**config.mk**
```make
export PLATFORM = sky130hd
export DESIGN_NAME = epoc_output_ctrl
export DESIGN_NICKNAME = d
export VERILOG_FILES = /design/src/shared/epoc_pkg.sv /design/src/logic/epoc_output_ctrl.sv
export SDC_FILE = /design/constraint.sdc
export NUM_CORES = 1
export LEC_CHECK = 0
export ABC_AREA = 1
export BUFFER_PORTS_ARGS = -buffer_cell sky130_fd_sc_hd__clkbuf_2
export CAP_MARGIN = 20
export CORE_ASPECT_RATIO = 0.9
export CORE_MARGIN = 2
export CORE_UTILIZATION = 30
export CTS_CLUSTER_DIAMETER = 50
export DETAILED_ROUTE_END_ITERATION = 6
export GPL_TIMING_DRIVEN = 0
export MAX_ROUTING_LAYER = met4
export PLACE_DENSITY = 0.47
export REMOVE_ABC_BUFFERS = 1
export SLEW_MARGIN = 10
export SYNTH_ARGS = -nofsm -noshare
export SYNTH_HDL_FRONTEND = slang
export SYNTH_SLANG_ARGS = --single-unit
```
**constraint.sdc**
```tcl
create_clock -name pclk -period 3.9 [get_ports pclk]
set_input_delay 0.195 -clock pclk [delete_from_list [all_inputs] [get_ports pclk]]
set_output_delay 0.195 -clock pclk [all_outputs]
set_load 0.01 [all_outputs]
```
**src/shared/epoc_pkg.sv**
```systemverilog
// What this block does
// - Unsynced steering write takes effect at once
// - Synced steering update waits for period start
// - Steering only in mode 11xx, config 00
// - Mode bit1 sets A/C polarity, bit0 B/D
// - Timer2 flag set as second period begins
// - Config 00 modulates the steered pins (A at reset), others port
// - Forward bridge: D modulated, A active
// - Half bridge: A/B complementary with dead band
// - Reverse bridge: B modulated, C active
// - Non-PWM modes ignore config; A is CCP
// - Duty low bits join high byte, 10 bits
// - Mode 0000 resets unit; 0001/0011 reserved
// - Mode 0010 toggles pin on match
// - Capture modes: fall, rise, 4th, 16th
// - Modes 1000/1001 init pin, flip on match
// - Mode 1010 flags only, pin to I/O
// - Mode 1011 resets timer, starts conversion
// - Shutdown status reads 1 while shut down
// - Source field picks comparators and fault pin
// - A/C shutdown state: 0, 1, tri-state
// - B/D shutdown state: 0, 1, tri-state
// - Active source sets status, forces pins
// - Auto restart clears status when source ends
// - Output resumes only at next period start
// - Steering bit routes polarised PWM to pin
package epoc_pkg;
  localparam logic [7:0] EPOC_OFS_MODE    = 8'h00;
  localparam logic [7:0] EPOC_OFS_SHUT    = 8'h04;
  localparam logic [7:0] EPOC_OFS_STEER   = 8'h08;
  localparam logic [7:0] EPOC_OFS_RESTART = 8'h0C;
  localparam logic [7:0] EPOC_OFS_DUTYHI  = 8'h10;
  localparam logic [7:0] EPOC_OFS_STATUS  = 8'h14;
  localparam logic [7:0] EPOC_RST_MODE    = 8'h00;
  localparam logic [7:0] EPOC_RST_SHUT    = 8'h00;
  localparam logic [4:0] EPOC_RST_STEER   = 5'h01;
  localparam logic [7:0] EPOC_RST_RESTART = 8'h00;
  localparam logic [3:0] EPOC_PRESC_4     = 4'h3;
  localparam logic [3:0] EPOC_PRESC_16    = 4'hF;
  localparam int         EPOC_BIT_SDSTAT  = 7;
  localparam int         EPOC_BIT_RSEN    = 7;
  localparam int         EPOC_BIT_SYNC    = 4;

  // Four pins travel together
  typedef struct packed {
    logic [3:0] out;
    logic [3:0] oe_n;
    logic [3:0] owned;
  } epoc_pins_t;

  typedef struct packed {
    logic [7:0]  mode_ctl;
    logic [7:0]  shut_ctl;
    logic [4:0]  steer_ctl;
    logic [3:0]  steer_act;
    logic [7:0]  restart_ctl;
    logic [7:0]  duty_hi;
    logic        flag_unit;
    logic        flag_t2;
    logic [1:0]  pstart_cnt;
    logic        resume_hold;
    logic [3:0]  sync_a;
    logic [3:0]  sync_b;
    logic        cap_prev;
    logic [3:0]  presc;
    logic        cmp_pin;
    logic [3:0]  prev_mode;
    epoc_pins_t  pins;
    logic [9:0]  duty_val;
    logic        cap_evt;
    logic        tmr_rst;
    logic        adc_start;
    logic        pready;
    logic        pslverr;
    logic [31:0] prdata;
  } epoc_state_t;
endpackage

```
**src/logic/epoc_output_ctrl.sv**
```systemverilog
`timescale 1ns/1ps
module epoc_output_ctrl #(
  parameter int DUTY_BITS = 10
) (
  input  wire logic                pclk,
  input  wire logic                presetn,
  input  wire logic                psel,
  input  wire logic                penable,
  input  wire logic                pwrite,
  input  wire logic [7:0]          paddr,
  input  wire logic [31:0]         pwdata,
  output logic [31:0]              prdata,
  output logic                     pready,
  output logic                     pslverr,
  input  wire logic                pwm_wave,
  input  wire logic                hb_wave_a,
  input  wire logic                hb_wave_b,
  input  wire logic                period_start,
  input  wire logic                compare_match,
  input  wire logic                adc_enabled,
  input  wire logic                capture_pin,
  input  wire logic                cmp1_out,
  input  wire logic                cmp2_out,
  input  wire logic                fault_input_pin_n,
  output epoc_pkg::epoc_pins_t     pwm_pins,
  output logic [DUTY_BITS-1:0]     duty_value,
  output logic [6:0]               deadband_count,
  output logic                     capture_event,
  output logic                     timer_reset,
  output logic                     adc_start,
  output logic                     unit_interrupt_flag,
  output logic                     timer2_period_flag
);
  import epoc_pkg::*;

  if (DUTY_BITS != 10) begin : g_bad_width
    $error("duty value is built from 8 high and 2 low bits");
  end

  epoc_state_t state_reg;
  epoc_state_t state_next;

  // Selected shutdown source, comparators high or fault pin low
  function automatic logic src_active(input logic [2:0] sel, input logic [3:0] syn);
    src_active = (sel[0] & syn[0]) | (sel[1] & syn[1]) | (sel[2] & ~syn[2]);
  endfunction

  function automatic logic addr_ok(input logic [7:0] a);
    addr_ok = (a == EPOC_OFS_MODE) || (a == EPOC_OFS_SHUT) || (a == EPOC_OFS_STEER) ||
              (a == EPOC_OFS_RESTART) || (a == EPOC_OFS_DUTYHI) || (a == EPOC_OFS_STATUS);
  endfunction

  function automatic logic [31:0] rd_word(input epoc_state_t s, input logic [7:0] a);
    rd_word = 32'h0000_0000;
    unique case (a)
      EPOC_OFS_MODE:    rd_word[7:0] = s.mode_ctl;
      EPOC_OFS_SHUT:    rd_word[7:0] = s.shut_ctl;
      EPOC_OFS_STEER:   rd_word[4:0] = s.steer_ctl;
      EPOC_OFS_RESTART: rd_word[7:0] = s.restart_ctl;
      EPOC_OFS_DUTYHI:  rd_word[7:0] = s.duty_hi;
      EPOC_OFS_STATUS:  rd_word[1:0] = {s.flag_t2, s.flag_unit};
      default:          rd_word = 32'h0000_0000;
    endcase
  endfunction

  // Bus completion and derived conditions
  logic       wr_go;
  logic       src_now;
  logic       pwm_mode;
  logic       pol_ac;
  logic       pol_bd;
  logic       cap_rise;
  logic       cap_fall;
  logic       cap_hit;
  logic [3:0] mode_now;

  assign wr_go    = psel & penable & state_reg.pready & pwrite;
  assign src_now  = src_active(state_reg.shut_ctl[6:4], state_reg.sync_b);
  assign mode_now = state_reg.mode_ctl[3:0];
  assign pwm_mode = (mode_now[3:2] == 2'b11);
  assign pol_ac   = state_reg.mode_ctl[1];
  assign pol_bd   = state_reg.mode_ctl[0];
  assign cap_rise = state_reg.sync_b[3] & ~state_reg.cap_prev;
  assign cap_fall = ~state_reg.sync_b[3] & state_reg.cap_prev;

  // Capture decision; prescaled modes count rising edges
  always_comb
  begin
    cap_hit = 1'b0;
    unique case (mode_now)
      4'h4:    cap_hit = cap_fall;
      4'h5:    cap_hit = cap_rise;
      4'h6:    cap_hit = cap_rise && (state_reg.presc[1:0] == EPOC_PRESC_4[1:0]);
      4'h7:    cap_hit = cap_rise && (state_reg.presc == EPOC_PRESC_16);
      default: cap_hit = 1'b0;
    endcase
  end

  // Next state: bus, shutdown, steering, modes, pins
  always_comb
  begin
    logic sd_force;
    logic pwm_pol_ac;
    logic pwm_pol_bd;
    sd_force   = 1'b0;
    pwm_pol_ac = 1'b0;
    pwm_pol_bd = 1'b0;
    state_next = state_reg;
    state_next.cap_evt   = 1'b0;
    state_next.tmr_rst   = 1'b0;
    state_next.adc_start = 1'b0;

    // Two-cycle APB answer keeps pready straight from a flop
    state_next.pready  = psel & penable & ~state_reg.pready;
    state_next.pslverr = 1'b0;
    if (psel & penable & ~state_reg.pready)
    begin
      state_next.prdata  = rd_word(state_reg, paddr);
      state_next.pslverr = ~addr_ok(paddr);
    end

    // Pins from outside pass two flops before use
    state_next.sync_a   = {capture_pin, fault_input_pin_n, cmp2_out, cmp1_out};
    state_next.sync_b   = state_reg.sync_a;
    state_next.cap_prev = state_reg.sync_b[3];

    // Period boundary commits a pending steering choice
    if (period_start && state_reg.steer_ctl[EPOC_BIT_SYNC])
      state_next.steer_act = state_reg.steer_ctl[3:0];

    // Register writes
    if (wr_go)
    begin
      unique case (paddr)
        EPOC_OFS_MODE:    state_next.mode_ctl = pwdata[7:0];
        EPOC_OFS_RESTART: state_next.restart_ctl = pwdata[7:0];
        EPOC_OFS_DUTYHI:  state_next.duty_hi = pwdata[7:0];
        EPOC_OFS_STEER:
        begin
          state_next.steer_ctl = pwdata[4:0];
          if (!pwdata[EPOC_BIT_SYNC])
            state_next.steer_act = pwdata[3:0];
        end
        EPOC_OFS_SHUT:
        begin
          state_next.shut_ctl[6:0] = pwdata[6:0];
          // Writing a 1 is a software shutdown; clearing is refused while a source persists
          if (pwdata[EPOC_BIT_SDSTAT])
            state_next.shut_ctl[EPOC_BIT_SDSTAT] = 1'b1;
          else if (!src_now)
            state_next.shut_ctl[EPOC_BIT_SDSTAT] = 1'b0;
        end
        EPOC_OFS_STATUS:
        begin
          if (pwdata[0])
            state_next.flag_unit = 1'b0;
          if (pwdata[1])
            state_next.flag_t2 = 1'b0;
        end
        default: state_next.prdata = state_reg.prdata;
      endcase
    end

    // Auto restart drops status once the source is gone; a live source sets it
    if (state_reg.restart_ctl[EPOC_BIT_RSEN] && !src_now)
      state_next.shut_ctl[EPOC_BIT_SDSTAT] = 1'b0;
    if (src_now)
      state_next.shut_ctl[EPOC_BIT_SDSTAT] = 1'b1;

    // Hold output off until the next period after shutdown ends
    if (state_next.shut_ctl[EPOC_BIT_SDSTAT])
      state_next.resume_hold = 1'b1;
    else if (period_start)
      state_next.resume_hold = 1'b0;
    sd_force = state_next.resume_hold;

    // Timer2 flag once the second period of PWM begins
    if (!pwm_mode)
      state_next.pstart_cnt = 2'h0;
    else if (period_start && state_reg.pstart_cnt != 2'h2)
      state_next.pstart_cnt = state_reg.pstart_cnt + 2'h1;
    if (pwm_mode && period_start && state_reg.pstart_cnt == 2'h1)
      state_next.flag_t2 = 1'b1;

    // Compare and capture modes
    state_next.prev_mode = mode_now;
    unique case (mode_now)
      4'h0:
      begin
        state_next.presc   = 4'h0;
        state_next.cmp_pin = 1'b0;
      end
      4'h2: if (compare_match) state_next.cmp_pin = ~state_reg.cmp_pin;
      4'h6, 4'h7: if (cap_rise) state_next.presc = cap_hit ? 4'h0 : state_reg.presc + 4'h1;
      4'h8:
      begin
        if (state_reg.prev_mode != 4'h8)
          state_next.cmp_pin = 1'b0;
        else if (compare_match)
          state_next.cmp_pin = 1'b1;
      end
      4'h9:
      begin
        if (state_reg.prev_mode != 4'h9)
          state_next.cmp_pin = 1'b1;
        else if (compare_match)
          state_next.cmp_pin = 1'b0;
      end
      4'hB:
      begin
        state_next.tmr_rst   = compare_match;
        state_next.adc_start = compare_match & adc_enabled;
      end
      default: state_next.presc = state_reg.presc;
    endcase
    if (cap_hit)
      state_next.cap_evt = 1'b1;
    if (cap_hit || (mode_now[3:2] == 2'b10 && compare_match))
      state_next.flag_unit = 1'b1;

    // Pin routing; reserved codes 0001/0011 leave every pin to the port
    pwm_pol_ac = pwm_wave ^ pol_ac;
    pwm_pol_bd = pwm_wave ^ pol_bd;
    state_next.pins.out   = 4'h0;
    state_next.pins.oe_n  = 4'hF;
    state_next.pins.owned = 4'h0;
    if (pwm_mode)
    begin
      unique case (state_reg.mode_ctl[7:6])
        2'b00:
        begin
          // Single output uses the steering bits; none set means no output
          state_next.pins.owned = state_next.steer_act;
          state_next.pins.out   = {pwm_pol_bd, pwm_pol_ac, pwm_pol_bd, pwm_pol_ac};
        end
        2'b01:
        begin
          state_next.pins.owned = 4'hF;
          state_next.pins.out   = {pwm_pol_bd, pol_ac, pol_bd, ~pol_ac};
        end
        2'b10:
        begin
          // Dead band is already in the two half-bridge inputs
          state_next.pins.owned = 4'h3;
          state_next.pins.out   = {2'b00, hb_wave_b ^ pol_bd, hb_wave_a ^ pol_ac};
        end
        2'b11:
        begin
          state_next.pins.owned = 4'hF;
          state_next.pins.out   = {pol_bd, ~pol_ac, pwm_pol_bd, pol_ac};
        end
      endcase
      state_next.pins.oe_n = ~state_next.pins.owned;
      // Shutdown overrides only the pins that carry the module's output
      if (sd_force)
      begin
        for (int i = 0; i < 4; i++)
        begin
          logic [1:0] pss;
          pss = (i % 2 == 0) ? state_reg.shut_ctl[3:2] : state_reg.shut_ctl[1:0];
          if (state_next.pins.owned[i])
          begin
            state_next.pins.out[i]  = pss[0] & ~pss[1];
            state_next.pins.oe_n[i] = pss[1];
          end
        end
      end
    end
    else if (mode_now == 4'h2 || mode_now == 4'h8 || mode_now == 4'h9)
    begin
      state_next.pins.owned = 4'h1;
      state_next.pins.oe_n  = 4'hE;
      state_next.pins.out   = {3'b000, state_next.cmp_pin};
    end

    // Ten-bit duty value from high byte and two low bits
    state_next.duty_val = {state_reg.duty_hi, state_reg.mode_ctl[5:4]};
  end

  // Single register for all state
  always_ff @(posedge pclk or negedge presetn)
  begin
    if (!presetn)
    begin
      state_reg             <= '0;
      state_reg.mode_ctl    <= EPOC_RST_MODE;
      state_reg.shut_ctl    <= EPOC_RST_SHUT;
      state_reg.steer_ctl   <= EPOC_RST_STEER;
      state_reg.steer_act   <= EPOC_RST_STEER[3:0];
      state_reg.restart_ctl <= EPOC_RST_RESTART;
      state_reg.sync_a      <= 4'h4;
      state_reg.sync_b      <= 4'h4;
      state_reg.pins.oe_n   <= 4'hF;
    end
    else
      state_reg <= state_next;
  end

  assign prdata              = state_reg.prdata;
  assign pready              = state_reg.pready;
  assign pslverr             = state_reg.pslverr;
  assign pwm_pins            = state_reg.pins;
  assign duty_value          = state_reg.duty_val;
  assign deadband_count      = state_reg.restart_ctl[6:0];
  assign capture_event       = state_reg.cap_evt;
  assign timer_reset         = state_reg.tmr_rst;
  assign adc_start           = state_reg.adc_start;
  assign unit_interrupt_flag = state_reg.flag_unit;
  assign timer2_period_flag  = state_reg.flag_t2;

  // Checks
  logic wr_steer;
  logic stable_cfg;
  assign wr_steer   = wr_go && (paddr == EPOC_OFS_STEER);
  assign stable_cfg = (state_reg.mode_ctl == state_next.mode_ctl);
endmodule

```
# Word-level counts from Yosys, hierarchy flattened
# Index checks and enable logic that the tools add are counted.
[op_classes] addsub=2 multipliers=0 n_div=0 order_cmp=0 n_eq_ne=27 shift=0 muxes=52 n_bitwise=28 n_reduce_logical=38
[ops] operator="32-bit two-way mux" count=2
[ops] operator="35-bit two-way mux" count=1
[ops] operator="33-bit two-way mux" count=1
[ops] operator="8-bit two-way mux" count=4
[ops] operator="1-bit two-way mux" count=24
[ops] operator="4-bit two-way mux" count=5
[ops] operator="9-bit two-way mux" count=2
[ops] operator="4-bit by 3-bit equality test with 1-bit output, second input constant" count=4
[ops] operator="4-bit equality test, second input constant" count=4
[ops] operator="8-bit by 4-bit equality test with 1-bit output, second input constant" count=2
[ops] operator="8-bit by 5-bit equality test with 1-bit output, second input constant" count=2
[ops] operator="4-bit case mux with 4 select lines" count=1
[ops] operator="3-bit case mux with 5 select lines" count=1
[ops] operator="2-bit nonzero test" count=7
[ops] operator="1-bit AND" count=12
[ops] operator="12-bit two-way mux" count=1
[ops] operator="2-bit case mux with 6 select lines" count=1
[ops] operator="3-bit case mux with 4 select lines" count=1
[ops] operator="4-bit case mux with 3 select lines" count=1
[ops] operator="2-bit AND reduction" count=6
[ops] operator="2-bit equality test, second input constant" count=5
[ops] operator="1-bit inverter" count=9
[ops] operator="8-bit by 3-bit equality test with 1-bit output, second input constant" count=1
[ops] operator="1-bit logical AND" count=8
[ops] operator="other kinds (21)" count=42
[word_totals] ff_bits=123 latch_bits=0 mem_bits_rw=0 mem_bits_ro=0 in_bits=55 elab_cells=174 mem_count=0

# Longest topological paths before layout
# Gate-level depths: netlist of run 1.
[logic_depth] ltp_word=13 ltp_mapped=11 ltp_nobuf=11

# Least setup slack after synthesis of run 1
# OpenSTA, ideal clock, no wires.
[synth_path] path_kind="register to register" start="register state_reg, in the netlist pready" end="register state_reg, in the netlist pwm_pins[10]" arrival_time_ns=1.378 required_time_ns=3.781 slack_ns=2.403 stages_incl_launch_ff=10 path_buffers=2 cell_sequence="dfrtp_1 nand2_1 nor2_1 buf_4 nand3_2 nand3_2 nand3_2 buf_6 a21oi_1 nor2_1"
[synth_lines] item="start: declaration" line="epoc_output_ctrl.sv:40" source="epoc_state_t state_reg;"
[synth_lines] item="start signal: assignment" line="epoc_output_ctrl.sv:296" source="state_reg <= state_next;"

==> reports/results.ini, run 1 <==
[synthesis]
syn_inst=537
synth.area.top_cells=dfrtp_1 47%, buf_4 9.7%, nand2_1 9.6%, dfstp_2 4.4%, inv_1 4.1%
synth_compound_area_share_pct=9.58
dominantRegCellSynth=dfrtp_1
synth_mux_area_share_pct=0.442
synth_xor_area_share_pct=0.729
synth_top_family_by_area=simple AND/OR/NAND/NOR gates
async_flop_share_pct=100
yosys.area.top_type=dfrtp_1
synthTopCellsByCount=123 x nand2_1, 91 x dfrtp_1, 62 x buf_4, 52 x inv_1, 35 x nor2_1
synth_top_area_share_pct=47.4
ys_seq_elements=99
yosysWarnings=0
yosysMostFrequentCell=nand2_1
synth_edf_count=0
synthDistinctLibCells=41
ys_seq_area_share_pct=51.7
synthAdderAreaFrac_pct=1.30
netlist_area_sq_um=4810
syn_avg_cell_area_sq_um=8.95
yosys.area_share.simple_pct=20.9

[routing]
finalWirelength_um=11200
via_per_inst=4.47
dr_total_vias=3518
first_pass_iters=4
drc_errors=0
wl_per_cell_um=14.3
ant_nets=0
drtIter0Drc=221

[cts]
tritoncts=yes
insertion_delay_ns=0.35
cts_setup_buffers=0
cts.sinks=99
path_clk_slew_ns=0.06
clockBufferDepth=2
numCtsBuffers=9
post_cts_resized=0
cts_root_buffer=clkbuf_16
h-tree-depth=3

[floorplanning]
die_y_um=124
fp.dieArea_sq_um=17100
io-pin-count=123
core-area_sq_um=15500
die_w_um=137
rows=43
initial_core_util_pct=30.9

[final_layout]
layout.nets=641
drive_above_1_share_pct=22.7
antennaDiodeCount=0
utilization_pct=34.4
syn2layout_area_growth_pct=11.3
fin_cells=787
largest_reg_flops=36

[sta]
period_needed_ns=1.87
timing.final.crit_share_pct=48.0
slew_headroom_pct=47.3
setup-tns-final_ns=0
finalMaxSlewViolations=0
tightestPinTransition_ns=0.791
fin_worst_skew_ns=0.00482
hold_violations=0
max_freq_ghz=0.534
setup_viol=0
rsz0062_at_grt=false

[grt]
grt.total_usage_pct=14.7
grt_max_degree=100
grt_pass1_vias=3415
overflow=0
grt_pass1_wl_um=18200
antenna_found_initial=0

[critical_path]
max_stage_delay_ns=0.37
cp_cell_sequence=nand2_1 -> nor2_1 -> nand3_2 -> nand2_1 -> nand3_2 -> nand3_2 -> nand3_1 -> nand3_1 -> nand2_1
cp-start-kind=flip-flop
worstPathRequired_ns=4.13
crit_arrival_ns=2.10
path_delay_family=simple AND/OR/NAND/NOR gates
worstReg2RegStart=pready$_DFF_PN0_
cp-end-kind=flip-flop
criticalPathCategory=flip-flop to flip-flop
reg2reg_depth=9
cp_max_fo=15
r2r_setup_slack_ns=2.03
worst-path-buf-inv=0
r2r-end=pwm_pins[8]$_DFF_PN0_
slowest_stage=dfrtp_1

[hold_path]
whs_endpoint=adc_start$_DFF_PN0_
min_path_cells=2
hold_start=adc_enabled
hold_class=primary input to flip-flop

[power]
power_uw=2020
p_leak_uw=0.00268
vdd_drop_max_mv=0.274
p_per_area_nw_per_um2=377

[status]
outcome=finished clean

[run]
drv_cap=0

[place]
gp_congestion=0.854
dp_cells=766
dpl.hpwl_um=8270
portBuffers=74

-- area by class of cell --
cell class                 count  area (sq um)
tap                          202           253
clock inverter                 2          10.0
inverter                      58           218
fill                        1621         10200
clock buffer                  13           270
sequential                    99          2490
multi-input combinational    333          1670
timing repair buffer          80           437
-- cells in the final DEF (no fill, tap or decap), types with 3 or more instances in the layout --
cell type	netlist	routed
nand2_1	123	123
dfrtp_1	91	91
clkbuf_2	0	73
inv_1	52	52
nor2_1	35	35
nand3_1	27	27
o21ai_0	27	27
conb_1	1	24
o21ai_1	16	16
a21oi_1	14	14
clkbuf_16	0	9
o21ai_2	8	8
dfstp_2	8	8
nand3_2	7	7
nor2_2	5	5
inv_2	5	5
ha_1	5	5
dlygate4sd3_1	0	5
nand4_1	4	4
clkbuf_8	0	4
nor2_4	3	3
nor3_1	3	3
a31oi_1	3	3
xor2_1	3	3
o22ai_1	3	3
nand2_2	3	3
-- stage by stage --
step	area (sq um)	worst slack [ns]	hold WS (ns)
finish	5350	2.03	0.0847
detailed placement	5010	1.22	0.286
global route	5350	1.80	0.0768
floorplan	4380	1.87	-0.101
global placement	5000	1.23	0.285
CTS	5340	1.20	0.0673
-- layer usage --
layer | GRT usage (%) | wire [um] | part of all wire [%] | vias up
li1 | - | - | - | 1725
met1 | 19.4 | 5450 | 48 | 1709
met2 | 22.3 | 5130 | 46 | 75
met3 | 3.95 | 517 | 4.6 | 9
met4 | 4.19 | 144 | 1.3 | 0
met5 | - | 0 | 0 | -
-- power breakdown --
part | internal [uW] | switching, uW
Combinational | 35.0 | 83.5
Clock | 479 | 368
Sequential | 1040 | 8.06
Total | 1560 | 460
-- what timing repair did --
action | 4_1_cts | 5_1_grt
hold buffers | 5 | 0
setup endpoints to repair | 0 | 0
endpoints found under the hold margin | 95 | 0
-- worst max-delay path by stage --
stage	startpoint	slack [ns]	depth (start not counted)	end
final	pready$_DFF_PN0_	2.03	9	pwm_pins[8]$_DFF_PN0_
after detailed placement	pready$_DFF_PN0_	1.22	9	pwm_pins[8]$_DFF_PN0_
after floorplan	pready$_DFF_PN0_	1.87	9	pwm_pins[8]$_DFF_PN0_
after CTS	pready$_DFF_PN0_	1.20	9	pwm_pins[8]$_DFF_PN0_
after global placement	pready$_DFF_PN0_	1.23	9	pwm_pins[8]$_DFF_PN0_
after global routing	pready$_DFF_PN0_	1.80	9	pwm_pins[8]$_DFF_PN0_
-- logic make-up after synthesis --
kind of cell	Yosys count
simple gates	219
fa+ha+maj	5
flops	99
mux	2
other cells	1
buf+inv	128
compound gates	79
xor+xnor	4
Note: power is estimated with default switching activity, not from simulation.
==> inputs of run 2 (changes only) <==
==> constraint.sdc (replaced) <==
create_clock -name pclk -period 1.9 [get_ports pclk]
set_input_delay 0.095 -clock pclk [delete_from_list [all_inputs] [get_ports pclk]]
set_output_delay 0.095 -clock pclk [all_outputs]
set_load 0.01 [all_outputs]
==> reports/results.ini, run 2 (same netlist as run 1, synthesis figures left out) <==
[status]
outcome=finished clean  ; unchanged

[grt]
grt_pass1_vias=3434  ; was 3,415
grt_max_degree=100  ; unchanged
grt_pass1_wl_um=18200  ; about the same
antenna_found_initial=0  ; unchanged
overflow=0  ; unchanged
grt.total_usage_pct=14.8  ; was 14.7%

[critical_path]
cp-startpoint=pready$_DFF_PN0_  ; unchanged
cp_max_fo=10  ; was 15
cp-end-kind=flip-flop  ; unchanged
reg2reg_depth=10  ; was 9
criticalPathCategory=flip-flop to flip-flop  ; unchanged
r2r-end=pwm_pins[8]$_DFF_PN0_  ; unchanged
r2r_setup_slack_ns=0.22  ; was 2.03 ns
worstPathRequired_ns=2.13  ; was 4.13 ns
worstReg2RegStart=pready$_DFF_PN0_  ; unchanged
crit_arrival_ns=1.91  ; was 2.10 ns
cp-start-kind=flip-flop  ; unchanged

[sta]
fin_worst_skew_ns=0.00576  ; was 0.00482 ns
setup_viol=0  ; unchanged
tightestPinTransition_ns=0.795  ; was 0.791 ns
setup_ws_ns=0.216  ; was 2.03 ns
whs_ns=0.0347  ; was 0.0847 ns
period_needed_ns=1.68  ; was 1.87 ns
timing.final.crit_share_pct=88.6  ; was 48.0%
max_freq_ghz=0.594  ; was 0.534 GHz
rsz0062_at_grt=false  ; unchanged
finalMaxSlewViolations=0  ; unchanged
hold_violations=0  ; unchanged
slew_headroom_pct=47.0  ; was 47.3%

[power]
p_per_area_nw_per_um2=769  ; was 377 nW/um^2
vdd_drop_max_mv=0.573  ; was 0.274 mV
p_leak_uw=0.00269  ; was 0.00268 uW

[cts]
cts_root_buffer=clkbuf_16  ; unchanged
path_clk_slew_ns=0.06  ; about the same
clockBufferDepth=2  ; unchanged
h-tree-depth=3  ; unchanged
insertion_delay_ns=0.35  ; about the same
cts.sinks=99  ; unchanged
tritoncts=yes  ; unchanged
numCtsBuffers=9  ; unchanged

[routing]
drc_errors=0  ; unchanged
wl_per_cell_um=14.5  ; was 14.3 um
via_per_inst=4.47  ; about the same
drtIter0Drc=211  ; was 221
finalWirelength_um=11400  ; was 11,200 um
dr_total_vias=3535  ; was 3,518
ant_nets=0  ; unchanged
first_pass_iters=5  ; was 4

[floorplanning]
initial_core_util_pct=30.9  ; unchanged
io-pin-count=123  ; unchanged
core-area_sq_um=15500  ; unchanged
die_y_um=124  ; unchanged
rows=43  ; unchanged
fp.dieArea_sq_um=17100  ; unchanged
die_w_um=137  ; unchanged

[final_layout]
layout.nets=644  ; was 641
utilization_pct=34.7  ; was 34.4%
syn2layout_area_growth_pct=12.3  ; was 11.3%
layout_commonest_cell=nand2_1  ; unchanged
drive_above_1_share_pct=23.1  ; was 22.7%
most-common-layout-cells=123 x nand2_1, 91 x dfrtp_1, 73 x clkbuf_2, 52 x inv_1, 34 x nor2_1  ; was 123 x nand2_1, 91 x dfrtp_1, 73 x clkbuf_2, 52 x inv_1, 35 x nor2_1
largest_reg_flops=36  ; unchanged
antennaDiodeCount=0  ; unchanged

[hold_path]
hold_class=primary input to flip-flop  ; unchanged
whs_endpoint=deadband_count[5]$_DFFE_PN0P_  ; was adc_start$_DFF_PN0_
hold_start=pwdata[5]  ; was adc_enabled
min_path_cells=3  ; was 2

[place]
place_ws_ns=-0.780  ; was 1.22 ns
dpl.hpwl_um=8270  ; unchanged
gp_congestion=0.854  ; unchanged
portBuffers=74  ; unchanged

[run]
drv_cap=0  ; unchanged

==> run 2: changes by cell type in the layout (fill, tap and decap cells not counted), sizes merged <==
cell         delta
dlygate4sd3     +2
nand3           +1
==> run 2: timing repair <==
action | in CTS | in global routing
setup endpoints to repair | 52 | 6
hold endpoints to repair | 97 | 0
gates resized for setup | 2 | 3
hold buffers | 7 | 0
pin swaps | 1 | 1
gates cloned | 0 | 1
buffers inserted | 1 | 0
==> run 2: report_power, final <==
part           internal (uW)  leakage [uW]  switching (uW)
sequential              2140       0.00131            16.8
combinational           75.5       0.00124             177
clock                    984      0.000141             761
==> run 2: worst max path at each step <==
stage               cells after the start                    end
floorplan                               9  pwm_pins[8]$_DFF_PN0_
global placement                        9  pwm_pins[8]$_DFF_PN0_
detailed placement                      9  pwm_pins[8]$_DFF_PN0_
CTS                                     7  pwm_pins[8]$_DFF_PN0_
global route                           10  pwm_pins[8]$_DFF_PN0_
finish                                 10  pwm_pins[8]$_DFF_PN0_
==> run 2: metrics by stage <==
step | cell area, sq um | setup TNS (ns) | std cells | total power [uW]
after CTS | 5380 | 0 | 789 | 4220
final | 5400 | 0 | 790 | 4160
after global routing | 5400 | 0 | 790 | 4350
after detailed placement | 5010 | -15.58 | 766 | 2440
after floorplan | 4380 | -0.417 | 490 | 2310
after global placement | 5000 | -70.71 | 766 | 2430
==> run 2: critical path, stage by stage, from the launching register on <==
cell and delay [ns]:
dfrtp_1 0.37, nand2_1 0.10, nor2_4 0.15, buf_4 0.23
nand3_2 0.10, nand3_2 0.14, nand3_2 0.17, nand2_1 0.11
nand2_1 0.05, nand3_1 0.08, nand2_1 0.06
==> run 2: layout make-up <==
class / instances / area [sq um]
clock inverters: 2 / 10.0
fillers: 1620 / 10100
repair buffers: 82 / 457
flip-flops and latches: 99 / 2490
clock buffers: 13 / 270
well taps: 202 / 253
inverters: 58 / 218
multi-input cells: 334 / 1710
==> run 2: routing by layer <==
layer	routed length, um	up-vias	global-route usage, %	part of all wire (%)
li1	-	1727	-	-
met1	5440	1710	19.5	48
met2	5200	89	22.5	45
met3	651	9	3.95	5.7
met4	144	0	4.19	1.3
met5	0	-	-	0
